[config.mk]
export PLATFORM = sky130hd
export DESIGN_NAME = virc_device_flat
export DESIGN_NICKNAME = d
export VERILOG_FILES = /design/src/core/virc_pkg.sv /design/src/core/virc_link_if.sv /design/src/core/virc_device.sv /design/src/flat_wrapper.sv
export SDC_FILE = /design/constraint.sdc
export NUM_CORES = 1
export LEC_CHECK = 0
export BUFFER_PORTS_ARGS = -buffer_cell sky130_fd_sc_hd__buf_2
export CAP_MARGIN = 15
export CORE_ASPECT_RATIO = 1.4
export CORE_MARGIN = 1
export CORE_UTILIZATION = 40
export CTS_BUF_LIST = sky130_fd_sc_hd__clkbuf_4 sky130_fd_sc_hd__clkbuf_8 sky130_fd_sc_hd__clkbuf_16
export CTS_CLUSTER_SIZE = 25
export DETAILED_ROUTE_END_ITERATION = 12
export SLEW_MARGIN = 40
export SYNTH_ARGS = -nofsm -noshare
export SYNTH_HDL_FRONTEND = slang
export SYNTH_SLANG_ARGS = --single-unit
[constraint.sdc]
create_clock -name mclk -period 42.8 [get_ports mclk]
set_input_delay 4.28 -clock mclk [delete_from_list [all_inputs] [get_ports mclk]]
set_output_delay 4.28 -clock mclk [all_outputs]
set_load 0.1 [all_outputs]
[src/core/virc_pkg.sv]
/*
 * constants shared by both ends of the interrupt configuration register link
 * assumes one 100 MHz clock (mclk) and a synchronous active-high reset
 */
// Behaviour
// - registers native in top lane, low byte here
// - ack control: level bits 2-0, mask 7
// - reserved bits 6-3 read as ones
// - seven VME level controls: level, mask
// - DMA done control: level, mask bit 7
// - local line controls: level, mask, pin level
// - software sets autovector bit 4 always
// - lines 2 and 7: bits 5-6 clear
// - global switch control: level, bit3 one, masks
// - module switch control: level, bit3 one, masks
// - error control: level, live sysfail bit 3
// - error masks: sysfail, arbitration, post, acfail
// - switch vector base: bits 1-0 read-only
// - line and error bases form vectors
// - five general bytes writable from both sides
// - read-only revision code on both sides
// - reset control: 1-0 local only, ones
// - fail bit drives sysfail when line7 allows
package virc_pkg;
    localparam int NREG = 31;
    localparam int NPIN = 28;
    localparam int NSRC = 28;
    localparam int NLINE = 7;
    localparam int NSW = 4;
    // device register indices; byte address is four times the index
    localparam logic [7:0] IX_ACK = 8'h00;
    localparam logic [7:0] IX_VLVL1 = 8'h01;
    localparam logic [7:0] IX_DMA = 8'h08;
    localparam logic [7:0] IX_LL1 = 8'h09;
    localparam logic [7:0] IX_LL7 = 8'h0f;
    localparam logic [7:0] IX_GSW = 8'h10;
    localparam logic [7:0] IX_MSW = 8'h11;
    localparam logic [7:0] IX_ERR = 8'h12;
    localparam logic [7:0] IX_GSWVB = 8'h13;
    localparam logic [7:0] IX_MSWVB = 8'h14;
    localparam logic [7:0] IX_LLVB = 8'h15;
    localparam logic [7:0] IX_ERRVB = 8'h16;
    localparam logic [7:0] IX_FLAGS = 8'h17;
    localparam logic [7:0] IX_GP0 = 8'h18;
    localparam logic [7:0] IX_GP4 = 8'h1c;
    localparam logic [7:0] IX_REV = 8'h1d;
    localparam logic [7:0] IX_RFC = 8'h1e;
    // field layout
    localparam int MASK_BIT = 7;
    localparam int LIVE_BIT = 3;
    localparam int FAIL_BIT = 6;
    localparam int EM_SYSF = 4;
    localparam logic [7:0] RSV_ONES = 8'h78;
    localparam logic [7:0] ONE3 = 8'h08;
    localparam logic [7:0] VB_RO = 8'h03;
    localparam logic [7:0] RFC_ONES = 8'h3c;
    localparam logic [7:0] RFC_KEEP = 8'h43;
    localparam logic [7:0] RFC_RESET = 8'h43;
    localparam logic [7:0] RFC_VME_WR = 8'h40;
    // pin vector positions
    localparam int P_VIRQ = 0;
    localparam int P_LINE = 7;
    localparam int P_ACK = 14;
    localparam int P_DMA = 15;
    localparam int P_SYSF = 16;
    localparam int P_ARB = 17;
    localparam int P_WPF = 18;
    localparam int P_ACF = 19;
    localparam int P_GSW = 20;
    localparam int P_MSW = 24;
    // held event flags
    localparam int PD_ACK = 0;
    localparam int PD_DMA = 1;
    localparam int PD_ARB = 2;
    localparam int PD_WPF = 3;
    // source numbers in priority scan
    localparam int S_ACK = 0;
    localparam int S_VLVL = 1;
    localparam int S_DMA = 8;
    localparam int S_LL = 9;
    localparam int S_GSW = 16;
    localparam int S_MSW = 20;
    localparam int S_ERR = 24;
    // host register addresses
    localparam logic [3:0] HA_ADDR = 4'h0;
    localparam logic [3:0] HA_WDATA = 4'h1;
    localparam logic [3:0] HA_CMD = 4'h2;
    localparam logic [3:0] HA_RDATA = 4'h3;
    localparam logic [3:0] HA_STAT = 4'h4;
    localparam logic [3:0] HA_CLR = 4'h5;
    localparam logic [3:0] HA_EN = 4'h6;
    localparam logic [3:0] HA_INFO = 4'h7;
    localparam int CMD_WR = 0;
    localparam int CMD_RD = 1;
    localparam int ST_DONE = 0;
    localparam int ST_IRQ = 1;
endpackage : virc_pkg

[src/core/virc_link_if.sv]
/*
 * link between the register block and the controller that drives it
 * assumes both ends share mclk; testbench instantiates and joins them
 */
`timescale 1ns/10ps
interface virc_link_if (input wire logic mclk);
    logic [7:0] addr;
    logic [31:0] wdata;
    logic wr;
    logic rd;
    logic [31:0] rdata;
    logic irq_req;
    logic [2:0] irq_level;
    logic [7:0] irq_vector;
    modport device (input addr, wdata, wr, rd,
                    output rdata, irq_req, irq_level, irq_vector);
    modport host (output addr, wdata, wr, rd,
                  input rdata, irq_req, irq_level, irq_vector);
endinterface : virc_link_if

[src/core/virc_device.sv]
/*
 * interrupt routing and configuration registers, local and VME ports
 * assumes pins arrive asynchronously; link strobes come from mclk logic
 */
// Decided for this implementation: the address-and-strobe port and the placing of the registers.
`timescale 1ns/10ps
module virc_device
    import virc_pkg::*;
#(
    parameter logic [7:0] REVISION_CODE = 8'h5a // arbitrary value
)
(
    input wire logic mclk,
    input wire logic srst,
    virc_link_if.device link,
    input wire logic [7:1] vme_irq,
    input wire logic [7:1] local_interrupt_line,
    input wire logic ack_received,
    input wire logic dma_done,
    input wire logic sysfail_in,
    input wire logic arb_timeout,
    input wire logic write_post_fail,
    input wire logic ac_fail,
    input wire logic [3:0] global_switch,
    input wire logic [3:0] module_switch,
    input wire logic [7:0] vme_addr,
    input wire logic [31:0] vme_wdata,
    input wire logic vme_wr,
    input wire logic vme_rd,
    output logic [31:0] vme_rdata,
    output logic sysfail_out
);
    typedef struct packed {
        logic [NREG-1:0][7:0] regs;
        logic [NPIN-1:0] s1;
        logic [NPIN-1:0] s2;
        logic [NPIN-1:0] s3;
        logic [3:0] pend;
        logic [31:0] rdata;
        logic [31:0] vrdata;
        logic irq_req;
        logic [2:0] irq_level;
        logic [7:0] irq_vector;
        logic sysfail;
    } virc_dev_state_type;

    virc_dev_state_type q_reg;
    virc_dev_state_type q_next;
    logic [NPIN-1:0] pins;

    assign pins = {module_switch, global_switch, ac_fail, write_post_fail,
                   arb_timeout, sysfail_in, dma_done, ack_received,
                   local_interrupt_line, vme_irq};

    // readback with reserved, live and read-only fields applied
    function automatic logic [7:0] virc_read_byte(
        input virc_dev_state_type st,
        input logic [7:0] ix
    );
        logic [7:0] r;
        logic [7:0] line;
        r = 8'h00;
        line = ix - IX_LL1;
        if (ix < 8'(NREG))
        begin
            r = st.regs[ix];
        end
        if (ix >= 8'(NREG))
        begin
            r = 8'h00;
        end
        else if (ix <= IX_DMA)
        begin
            r = r | RSV_ONES;
        end
        else if (ix <= IX_LL7)
        begin
            r[LIVE_BIT] = st.s2[P_LINE + int'(line[2:0])];
        end
        else if (ix == IX_GSW || ix == IX_MSW)
        begin
            r = r | ONE3;
        end
        else if (ix == IX_ERR)
        begin
            r[LIVE_BIT] = st.s2[P_SYSF];
        end
        else if (ix >= IX_GSWVB && ix <= IX_ERRVB)
        begin
            r = r & ~VB_RO;
        end
        else if (ix == IX_REV)
        begin
            r = REVISION_CODE;
        end
        else if (ix == IX_RFC)
        begin
            r = (r & RFC_KEEP) | RFC_ONES;
            r[MASK_BIT] = st.sysfail;
        end
        return r;
    endfunction : virc_read_byte

    always_comb
    begin
        logic [NPIN-1:0] rise;
        logic [NSRC-1:0] src_on;
        logic [NSRC-1:0][2:0] src_lvl;
        logic [NSRC-1:0][7:0] src_vec;
        logic [7:0] gvb;
        logic [7:0] mvb;
        logic [7:0] evb;
        logic [7:0] ll7;
        logic [3:0] clr;
        logic [3:0] set;
        logic [2:0] best;
        logic [7:0] bvec;
        logic found;
        rise = q_reg.s2 & ~q_reg.s3;
        src_on = '0;
        src_lvl = '0;
        src_vec = '0;
        clr = 4'h0;
        set = 4'h0;
        best = 3'h0;
        bvec = 8'h00;
        found = 1'b0;
        gvb = q_reg.regs[IX_GSWVB];
        mvb = q_reg.regs[IX_MSWVB];
        evb = q_reg.regs[IX_ERRVB];
        ll7 = q_reg.regs[IX_LL7];
        q_next = q_reg;
        q_next.s1 = pins;
        q_next.s2 = q_reg.s1;
        q_next.s3 = q_reg.s2;

        // reads: data stands only in the cycle after the strobe
        q_next.rdata = 32'h0;
        if (link.rd)
        begin
            q_next.rdata = {24'h0, virc_read_byte(q_reg, link.addr)};
        end
        q_next.vrdata = 32'h0;
        if (vme_rd)
        begin
            q_next.vrdata = {virc_read_byte(q_reg, vme_addr), 24'h0};
        end

        // VME side writes: general bytes, flags and the fail bit only
        if (vme_wr)
        begin
            if ((vme_addr >= IX_GP0 && vme_addr <= IX_GP4)
                || vme_addr == IX_FLAGS)
            begin
                q_next.regs[vme_addr] = vme_wdata[31:24];
            end
            else if (vme_addr == IX_RFC)
            begin
                q_next.regs[IX_RFC] = (q_reg.regs[IX_RFC] & ~RFC_VME_WR)
                    | (vme_wdata[31:24] & RFC_VME_WR);
            end
        end

        // local writes win a same-cycle collision
        if (link.wr && link.addr < 8'(NREG) && link.addr != IX_REV)
        begin
            q_next.regs[link.addr] = link.wdata[7:0];
            if (link.addr == IX_ACK)
            begin
                clr[PD_ACK] = 1'b1;
            end
            if (link.addr == IX_DMA)
            begin
                clr[PD_DMA] = 1'b1;
            end
            if (link.addr == IX_ERR)
            begin
                clr[PD_ARB] = 1'b1;
                clr[PD_WPF] = 1'b1;
            end
        end

        // held events: a new edge beats a clearing write
        set[PD_ACK] = rise[P_ACK];
        set[PD_DMA] = rise[P_DMA];
        set[PD_ARB] = rise[P_ARB];
        set[PD_WPF] = rise[P_WPF];
        q_next.pend = (q_reg.pend & ~clr) | set;
        q_next.regs[IX_FLAGS] = q_next.regs[IX_FLAGS]
            | {rise[P_GSW +: NSW], rise[P_MSW +: NSW]};

        // source table from current state
        src_on[S_ACK] = q_reg.pend[PD_ACK] & ~q_reg.regs[IX_ACK][MASK_BIT];
        src_lvl[S_ACK] = q_reg.regs[IX_ACK][2:0];
        src_vec[S_ACK] = 8'(S_ACK);
        src_on[S_DMA] = q_reg.pend[PD_DMA] & ~q_reg.regs[IX_DMA][MASK_BIT];
        src_lvl[S_DMA] = q_reg.regs[IX_DMA][2:0];
        src_vec[S_DMA] = 8'(S_DMA);
        for (int k = 0; k < NLINE; k++)
        begin
            src_on[S_VLVL + k] = q_reg.s2[P_VIRQ + k]
                & ~q_reg.regs[int'(IX_VLVL1) + k][MASK_BIT];
            src_lvl[S_VLVL + k] = q_reg.regs[int'(IX_VLVL1) + k][2:0];
            src_vec[S_VLVL + k] = 8'(S_VLVL + k);
            src_on[S_LL + k] = q_reg.s2[P_LINE + k]
                & ~q_reg.regs[int'(IX_LL1) + k][MASK_BIT];
            src_lvl[S_LL + k] = q_reg.regs[int'(IX_LL1) + k][2:0];
            src_vec[S_LL + k] = {q_reg.regs[IX_LLVB][7:3], 3'(k + 1)};
        end
        for (int k = 0; k < NSW; k++)
        begin
            src_on[S_GSW + k] = q_reg.regs[IX_FLAGS][NSW + k]
                & ~q_reg.regs[IX_GSW][NSW + k];
            src_lvl[S_GSW + k] = q_reg.regs[IX_GSW][2:0];
            src_vec[S_GSW + k] = {gvb[7:2], 2'(k)};
            src_on[S_MSW + k] = q_reg.regs[IX_FLAGS][k]
                & ~q_reg.regs[IX_MSW][NSW + k];
            src_lvl[S_MSW + k] = q_reg.regs[IX_MSW][2:0];
            src_vec[S_MSW + k] = {mvb[7:2], 2'(k)};
            src_lvl[S_ERR + k] = q_reg.regs[IX_ERR][2:0];
            src_vec[S_ERR + k] = {evb[7:2], 2'(k)};
        end
        src_on[S_ERR] = q_reg.s2[P_SYSF] & ~q_reg.regs[IX_ERR][EM_SYSF];
        src_on[S_ERR + 1] = q_reg.pend[PD_ARB]
            & ~q_reg.regs[IX_ERR][EM_SYSF + 1];
        src_on[S_ERR + 2] = q_reg.pend[PD_WPF]
            & ~q_reg.regs[IX_ERR][EM_SYSF + 2];
        src_on[S_ERR + 3] = q_reg.s2[P_ACF]
            & ~q_reg.regs[IX_ERR][EM_SYSF + 3];

        // highest level wins, lowest source number on a tie; level 0 is off
        for (int k = 0; k < NSRC; k++)
        begin
            if (src_on[k] && src_lvl[k] > best)
            begin
                best = src_lvl[k];
                bvec = src_vec[k];
                found = 1'b1;
            end
        end
        q_next.irq_req = found;
        q_next.irq_level = best;
        q_next.irq_vector = bvec;

        q_next.sysfail = q_reg.regs[IX_RFC][FAIL_BIT] & ~ll7[MASK_BIT];

        if (srst)
        begin
            q_next = '0;
            q_next.regs[IX_RFC] = RFC_RESET;
        end
    end

    always_ff @(posedge mclk)
    begin
        q_reg <= q_next;
    end

    assign link.rdata = q_reg.rdata;
    assign link.irq_req = q_reg.irq_req;
    assign link.irq_level = q_reg.irq_level;
    assign link.irq_vector = q_reg.irq_vector;
    assign vme_rdata = q_reg.vrdata;
    assign sysfail_out = q_reg.sysfail;
endmodule : virc_device

[src/flat_wrapper.sv]
// flat-port wrapper written by rule: the top's interface ports become plain ports
module virc_device_flat import virc_pkg::*;
#(
    parameter logic [7:0] REVISION_CODE = 8'h5a                   
)
  (mclk, srst, vme_irq, local_interrupt_line, ack_received, dma_done, sysfail_in, arb_timeout, write_post_fail, ac_fail, global_switch, module_switch, vme_addr, vme_wdata, vme_wr, vme_rd, vme_rdata, sysfail_out, link_addr, link_wdata, link_wr, link_rd, link_rdata, link_irq_req, link_irq_level, link_irq_vector);
  virc_link_if link_i (.mclk(mclk));
  input wire logic mclk;
  input wire logic srst;
  input wire logic [7:1] vme_irq;
  input wire logic [7:1] local_interrupt_line;
  input wire logic ack_received;
  input wire logic dma_done;
  input wire logic sysfail_in;
  input wire logic arb_timeout;
  input wire logic write_post_fail;
  input wire logic ac_fail;
  input wire logic [3:0] global_switch;
  input wire logic [3:0] module_switch;
  input wire logic [7:0] vme_addr;
  input wire logic [31:0] vme_wdata;
  input wire logic vme_wr;
  input wire logic vme_rd;
  output logic [31:0] vme_rdata;
  output logic sysfail_out;
  input wire logic [$bits(link_i.addr)-1:0] link_addr;
  input wire logic [$bits(link_i.wdata)-1:0] link_wdata;
  input wire logic [$bits(link_i.wr)-1:0] link_wr;
  input wire logic [$bits(link_i.rd)-1:0] link_rd;
  output wire logic [$bits(link_i.rdata)-1:0] link_rdata;
  output wire logic [$bits(link_i.irq_req)-1:0] link_irq_req;
  output wire logic [$bits(link_i.irq_level)-1:0] link_irq_level;
  output wire logic [$bits(link_i.irq_vector)-1:0] link_irq_vector;
  assign link_i.addr = link_addr;
  assign link_i.wdata = link_wdata;
  assign link_i.wr = link_wr;
  assign link_i.rd = link_rd;
  assign link_rdata = link_i.rdata;
  assign link_irq_req = link_i.irq_req;
  assign link_irq_level = link_i.irq_level;
  assign link_irq_vector = link_i.irq_vector;
  virc_device #(.REVISION_CODE(REVISION_CODE)) u_core (.mclk(mclk), .srst(srst), .link(link_i), .vme_irq(vme_irq), .local_interrupt_line(local_interrupt_line), .ack_received(ack_received), .dma_done(dma_done), .sysfail_in(sysfail_in), .arb_timeout(arb_timeout), .write_post_fail(write_post_fail), .ac_fail(ac_fail), .global_switch(global_switch), .module_switch(module_switch), .vme_addr(vme_addr), .vme_wdata(vme_wdata), .vme_wr(vme_wr), .vme_rd(vme_rd), .vme_rdata(vme_rdata), .sysfail_out(sysfail_out));
endmodule
==> results_dict.tcl <==
set metrics [dict create \
    hold_viol 0 \
    final-setup-viol-count 0 \
    grt_max_degree 91 \
    die_w_um 201 \
    fin_skew_ns 0.0356 \
    ys_seq_area_share_pct 31.7 \
    largest_register_ffs 320 \
    crit_type "flip-flop to flip-flop" \
    p_sw_share_pct 26.7 \
    clkPwrFrac_pct 47.1 \
    post-route-drc-count 0 \
    final_nets 2481 \
    yosys-top-cells-area "dfxtp_1, mux4_2, mux2i_1, nor2_1, nand2_1" \
    cpPeakStageDelay_ns 0.70 \
    cts-buffers-inserted 38 \
    cts_tree "yes" \
    post-place-ws_ns 0.673 \
    drt-total-wl_mm 71.2 \
    die_h_um 280 \
    syn_area_um2 22100 \
    critical_path_peak_fanout 10 \
    synth-edff-count 0 \
    ys_async_sr_fraction_pct 0 \
    p_int_w 0.000558 \
    p_seq_share_pct 43.5 \
    dp_cells 3002 \
    dieArea_um2 56100 \
    ys.flop_type "dfxtp_1" \
    synthCells 2368 \
    num_rows 101 \
    vias 18500 \
    antenna_found_initial 1 \
    cp.required_ns 43.21 \
    period_minus_slack_ns 40.55 \
    seq_area_um2 6990 \
    ant_nets 0 \
    crit_top_cell "ha_1" \
    clk_pin_slew_ns 0.07 \
    postCtsHoldBufs 0 \
    wl_per_cell_um 23.2 \
    status "finished clean" \
    yosysUniqueCellTypes 102 \
    n_fill_cell 5264 \
    vdd_drop_max_mv 0.0319 \
    yosysTopAreaCellShare_pct 31.7 \
    synth-seq-cells 349 \
    boundaryPins 191 \
    fmax_mhz 24.7 \
    insertion_delay_ns 0.58 \
    grt_pass1_vias 18000 \
    cap_violations 0 \
    grt_pass1_wl_mm 109 \
    leakage_nw 8.85 \
    viasPerCell 6.01 \
    multi_input_area_um2 13900 \
    p_sw_w 0.000204 \
    holdWs_ns 0.434 \
    start_util_pct 40.6 \
    worstSetupStartpointType "flip-flop" \
    finalCritPeriodShare_pct 94.7 \
    arrival_ns 40.96 \
    grtUsageTotal_pct 24.9 \
    coreArea_um2 54300 \
    grt_overflow_total 0 \
    io_buffers 94 \
    place_congestion 0.955 \
    combPwrFrac_pct 9.3 \
    final_core_util_pct 44.3 \
    synth_area_per_cell_um2 9.32 \
    crit_slowest_cell "or4b_2" \
    final_max_slew_viol_count 0 \
    hpwl_mm 50.4 \
    areaGrowthSynthToFinish_pct 9.03 \
    hold_class "flip-flop to flip-flop" \
    dr.first_iter.drc_count 1454 \
    max_slew_margin_pct 41.1 \
    drt_first_pass_iters 6 \
    endpoint_kind "flip-flop" \
    cts-root-buf "clkbuf_16" \
    synth_area_leader_cell "dfxtp_1" \
    max_slew.worst_pin.slew_ns 0.884 \
    clock-sinks 349 \
    fin_area_um2 24100 \
    final_cells 3071 \
    htree_num_levels 2 \
    antenna_cells 0 \
    placed_area_um2 22600 \
    clockBufferDepth 3 \
    drive_gt1_share_pct 18.0 \
    p_per_area_nw_per_um2 31.7 \
    synth_warnings 0 \
    setup_slack_ns 2.25 \
]
## synth_stat cells (all sizes together), types with 7 or more instances
cell type  count
or4            7
o31ai         18
nor2b         98
nor2         339
mux2          29
inv           58
and3          17
xnor2         12
nand2        185
nand3         90
nand4          8
a221oi        13
a211oi        22
dfxtp        349
a31oi         13
mux4         147
nand2b        24
clkbuf       147
ha            45
o22ai          9
and2          19
a21oi         69
buf          104
a311oi        63
o21ai         69
mux2i        240
nand3b         7
maj3          18
nor3          24
## through the flow
| stage | total power, W | TNS [ns] |
|---|---|---|
| 2_1_floorplan | 0.000395 | 0 |
| 3_3_place_gp | 0.000408 | 0 |
| 3_5_place_dp | 0.000409 | 0 |
| 4_1_cts | 0.000768 | 0 |
| 5_1_grt | 0.000785 | -0.0218 |
| 6_report | 0.000762 | 0 |
## critical path: cells and delay by family (launching register included)
kind	cells	cell delay (ns)
and+or+nand+nor	51	9.50
buffers and inverters	6	0.71
AOI/OAI and AO/OA	53	9.78
adders and majority gates	40	11.89
muxes	25	8.05
DFF	1	0.34
## power by group through the flow
| stage | clock [W] | sequential (W) | combinational, W |
|---|---|---|---|
| floorplan | 0 | 0.000338 | 0.0000571 |
| global placement | 0 | 0.000339 | 0.0000697 |
| detailed placement | 0 | 0.000339 | 0.0000703 |
| CTS | 0.000366 | 0.000332 | 0.0000704 |
| global route | 0.000379 | 0.000332 | 0.0000743 |
| finish | 0.000359 | 0.000332 | 0.0000711 |
## worst paths after layout
| check | slack (ns) | cells past startpoint | endpoint | from |
|---|---|---|---|---|
| setup / recovery | 2.25 | 175 | u_core.link.irq_req$_SDFF_PP0_ | u_core.q_reg[77]$_SDFF_PP0_ |
| hold / removal | 0.43 | 1 | u_core.q_reg[130]$_SDFF_PP0_ | u_core.q_reg[158]$_SDFF_PP0_ |
| setup reg to reg | 2.25 | 175 | u_core.link.irq_req$_SDFF_PP0_ | u_core.q_reg[77]$_SDFF_PP0_ |
| hold reg to reg | 0.43 | 1 | u_core.q_reg[130]$_SDFF_PP0_ | u_core.q_reg[158]$_SDFF_PP0_ |
## what timing repair did
action                     4_1_cts  5_1_grt
gates resized for setup          0       20
setup endpoints to repair        0       12
buffers inserted                 0        1
## logic make-up after synthesis
| group | Yosys count | synth area share [%] |
|---|---|---|
| adder cells (fa/ha/maj) | 63 | 3.37 |
| AO/OA/AOI/OAI | 370 | 12.4 |
| other | 1 | 0.0170 |
| AND/OR/NAND/NOR | 846 | 17.8 |
| multiplexers | 416 | 27.5 |
| XOR/XNOR | 14 | 0.556 |
| flip-flops | 349 | 31.7 |
| buffers and inverters | 309 | 6.64 |
## cell usage in the layout, fill, tap and decap left out, types with 16 or more instances in the layout
cell type,netlist,routed
nor2_1,339,327
and2_1,18,18
nor3_1,22,18
buf_4,78,23
inv_1,57,57
dfxtp_1,349,349
nand3_1,87,87
a211oi_1,21,21
maj3_1,18,18
a21oi_1,68,66
mux2i_1,239,239
nor2b_1,98,97
and3_1,17,17
o21ai_0,69,64
clkbuf_16,0,38
o31ai_1,16,16
a311oi_1,63,62
ha_1,45,45
mux2_2,19,19
nand2b_1,24,24
buf_2,5,89
mux4_2,147,147
nand2_1,185,185
conb_1,1,48
## layer usage
layer / up-vias / global-route usage (%) / share of wire [%]
met4: 0 / 14.1 / 6.1
met5: - / 0 / 0
li1: 8423 / - / -
met3: 200 / 3.43 / 5.8
met1: 9087 / 29.5 / 39
met2: 741 / 43.2 / 49
## final cells by class
cell class / instances / area share [%]
Tap cell: 721 / 3.75
Multi-Input combinational cell: 1757 / 57.8
Clock inverter: 16 / 1.07
Clock buffer: 52 / 4.57
Inverter: 58 / 0.905
Sequential cell: 349 / 29.0
Timing Repair Buffer: 118 / 2.86
Note: power is estimated with default switching activity, not from simulation.
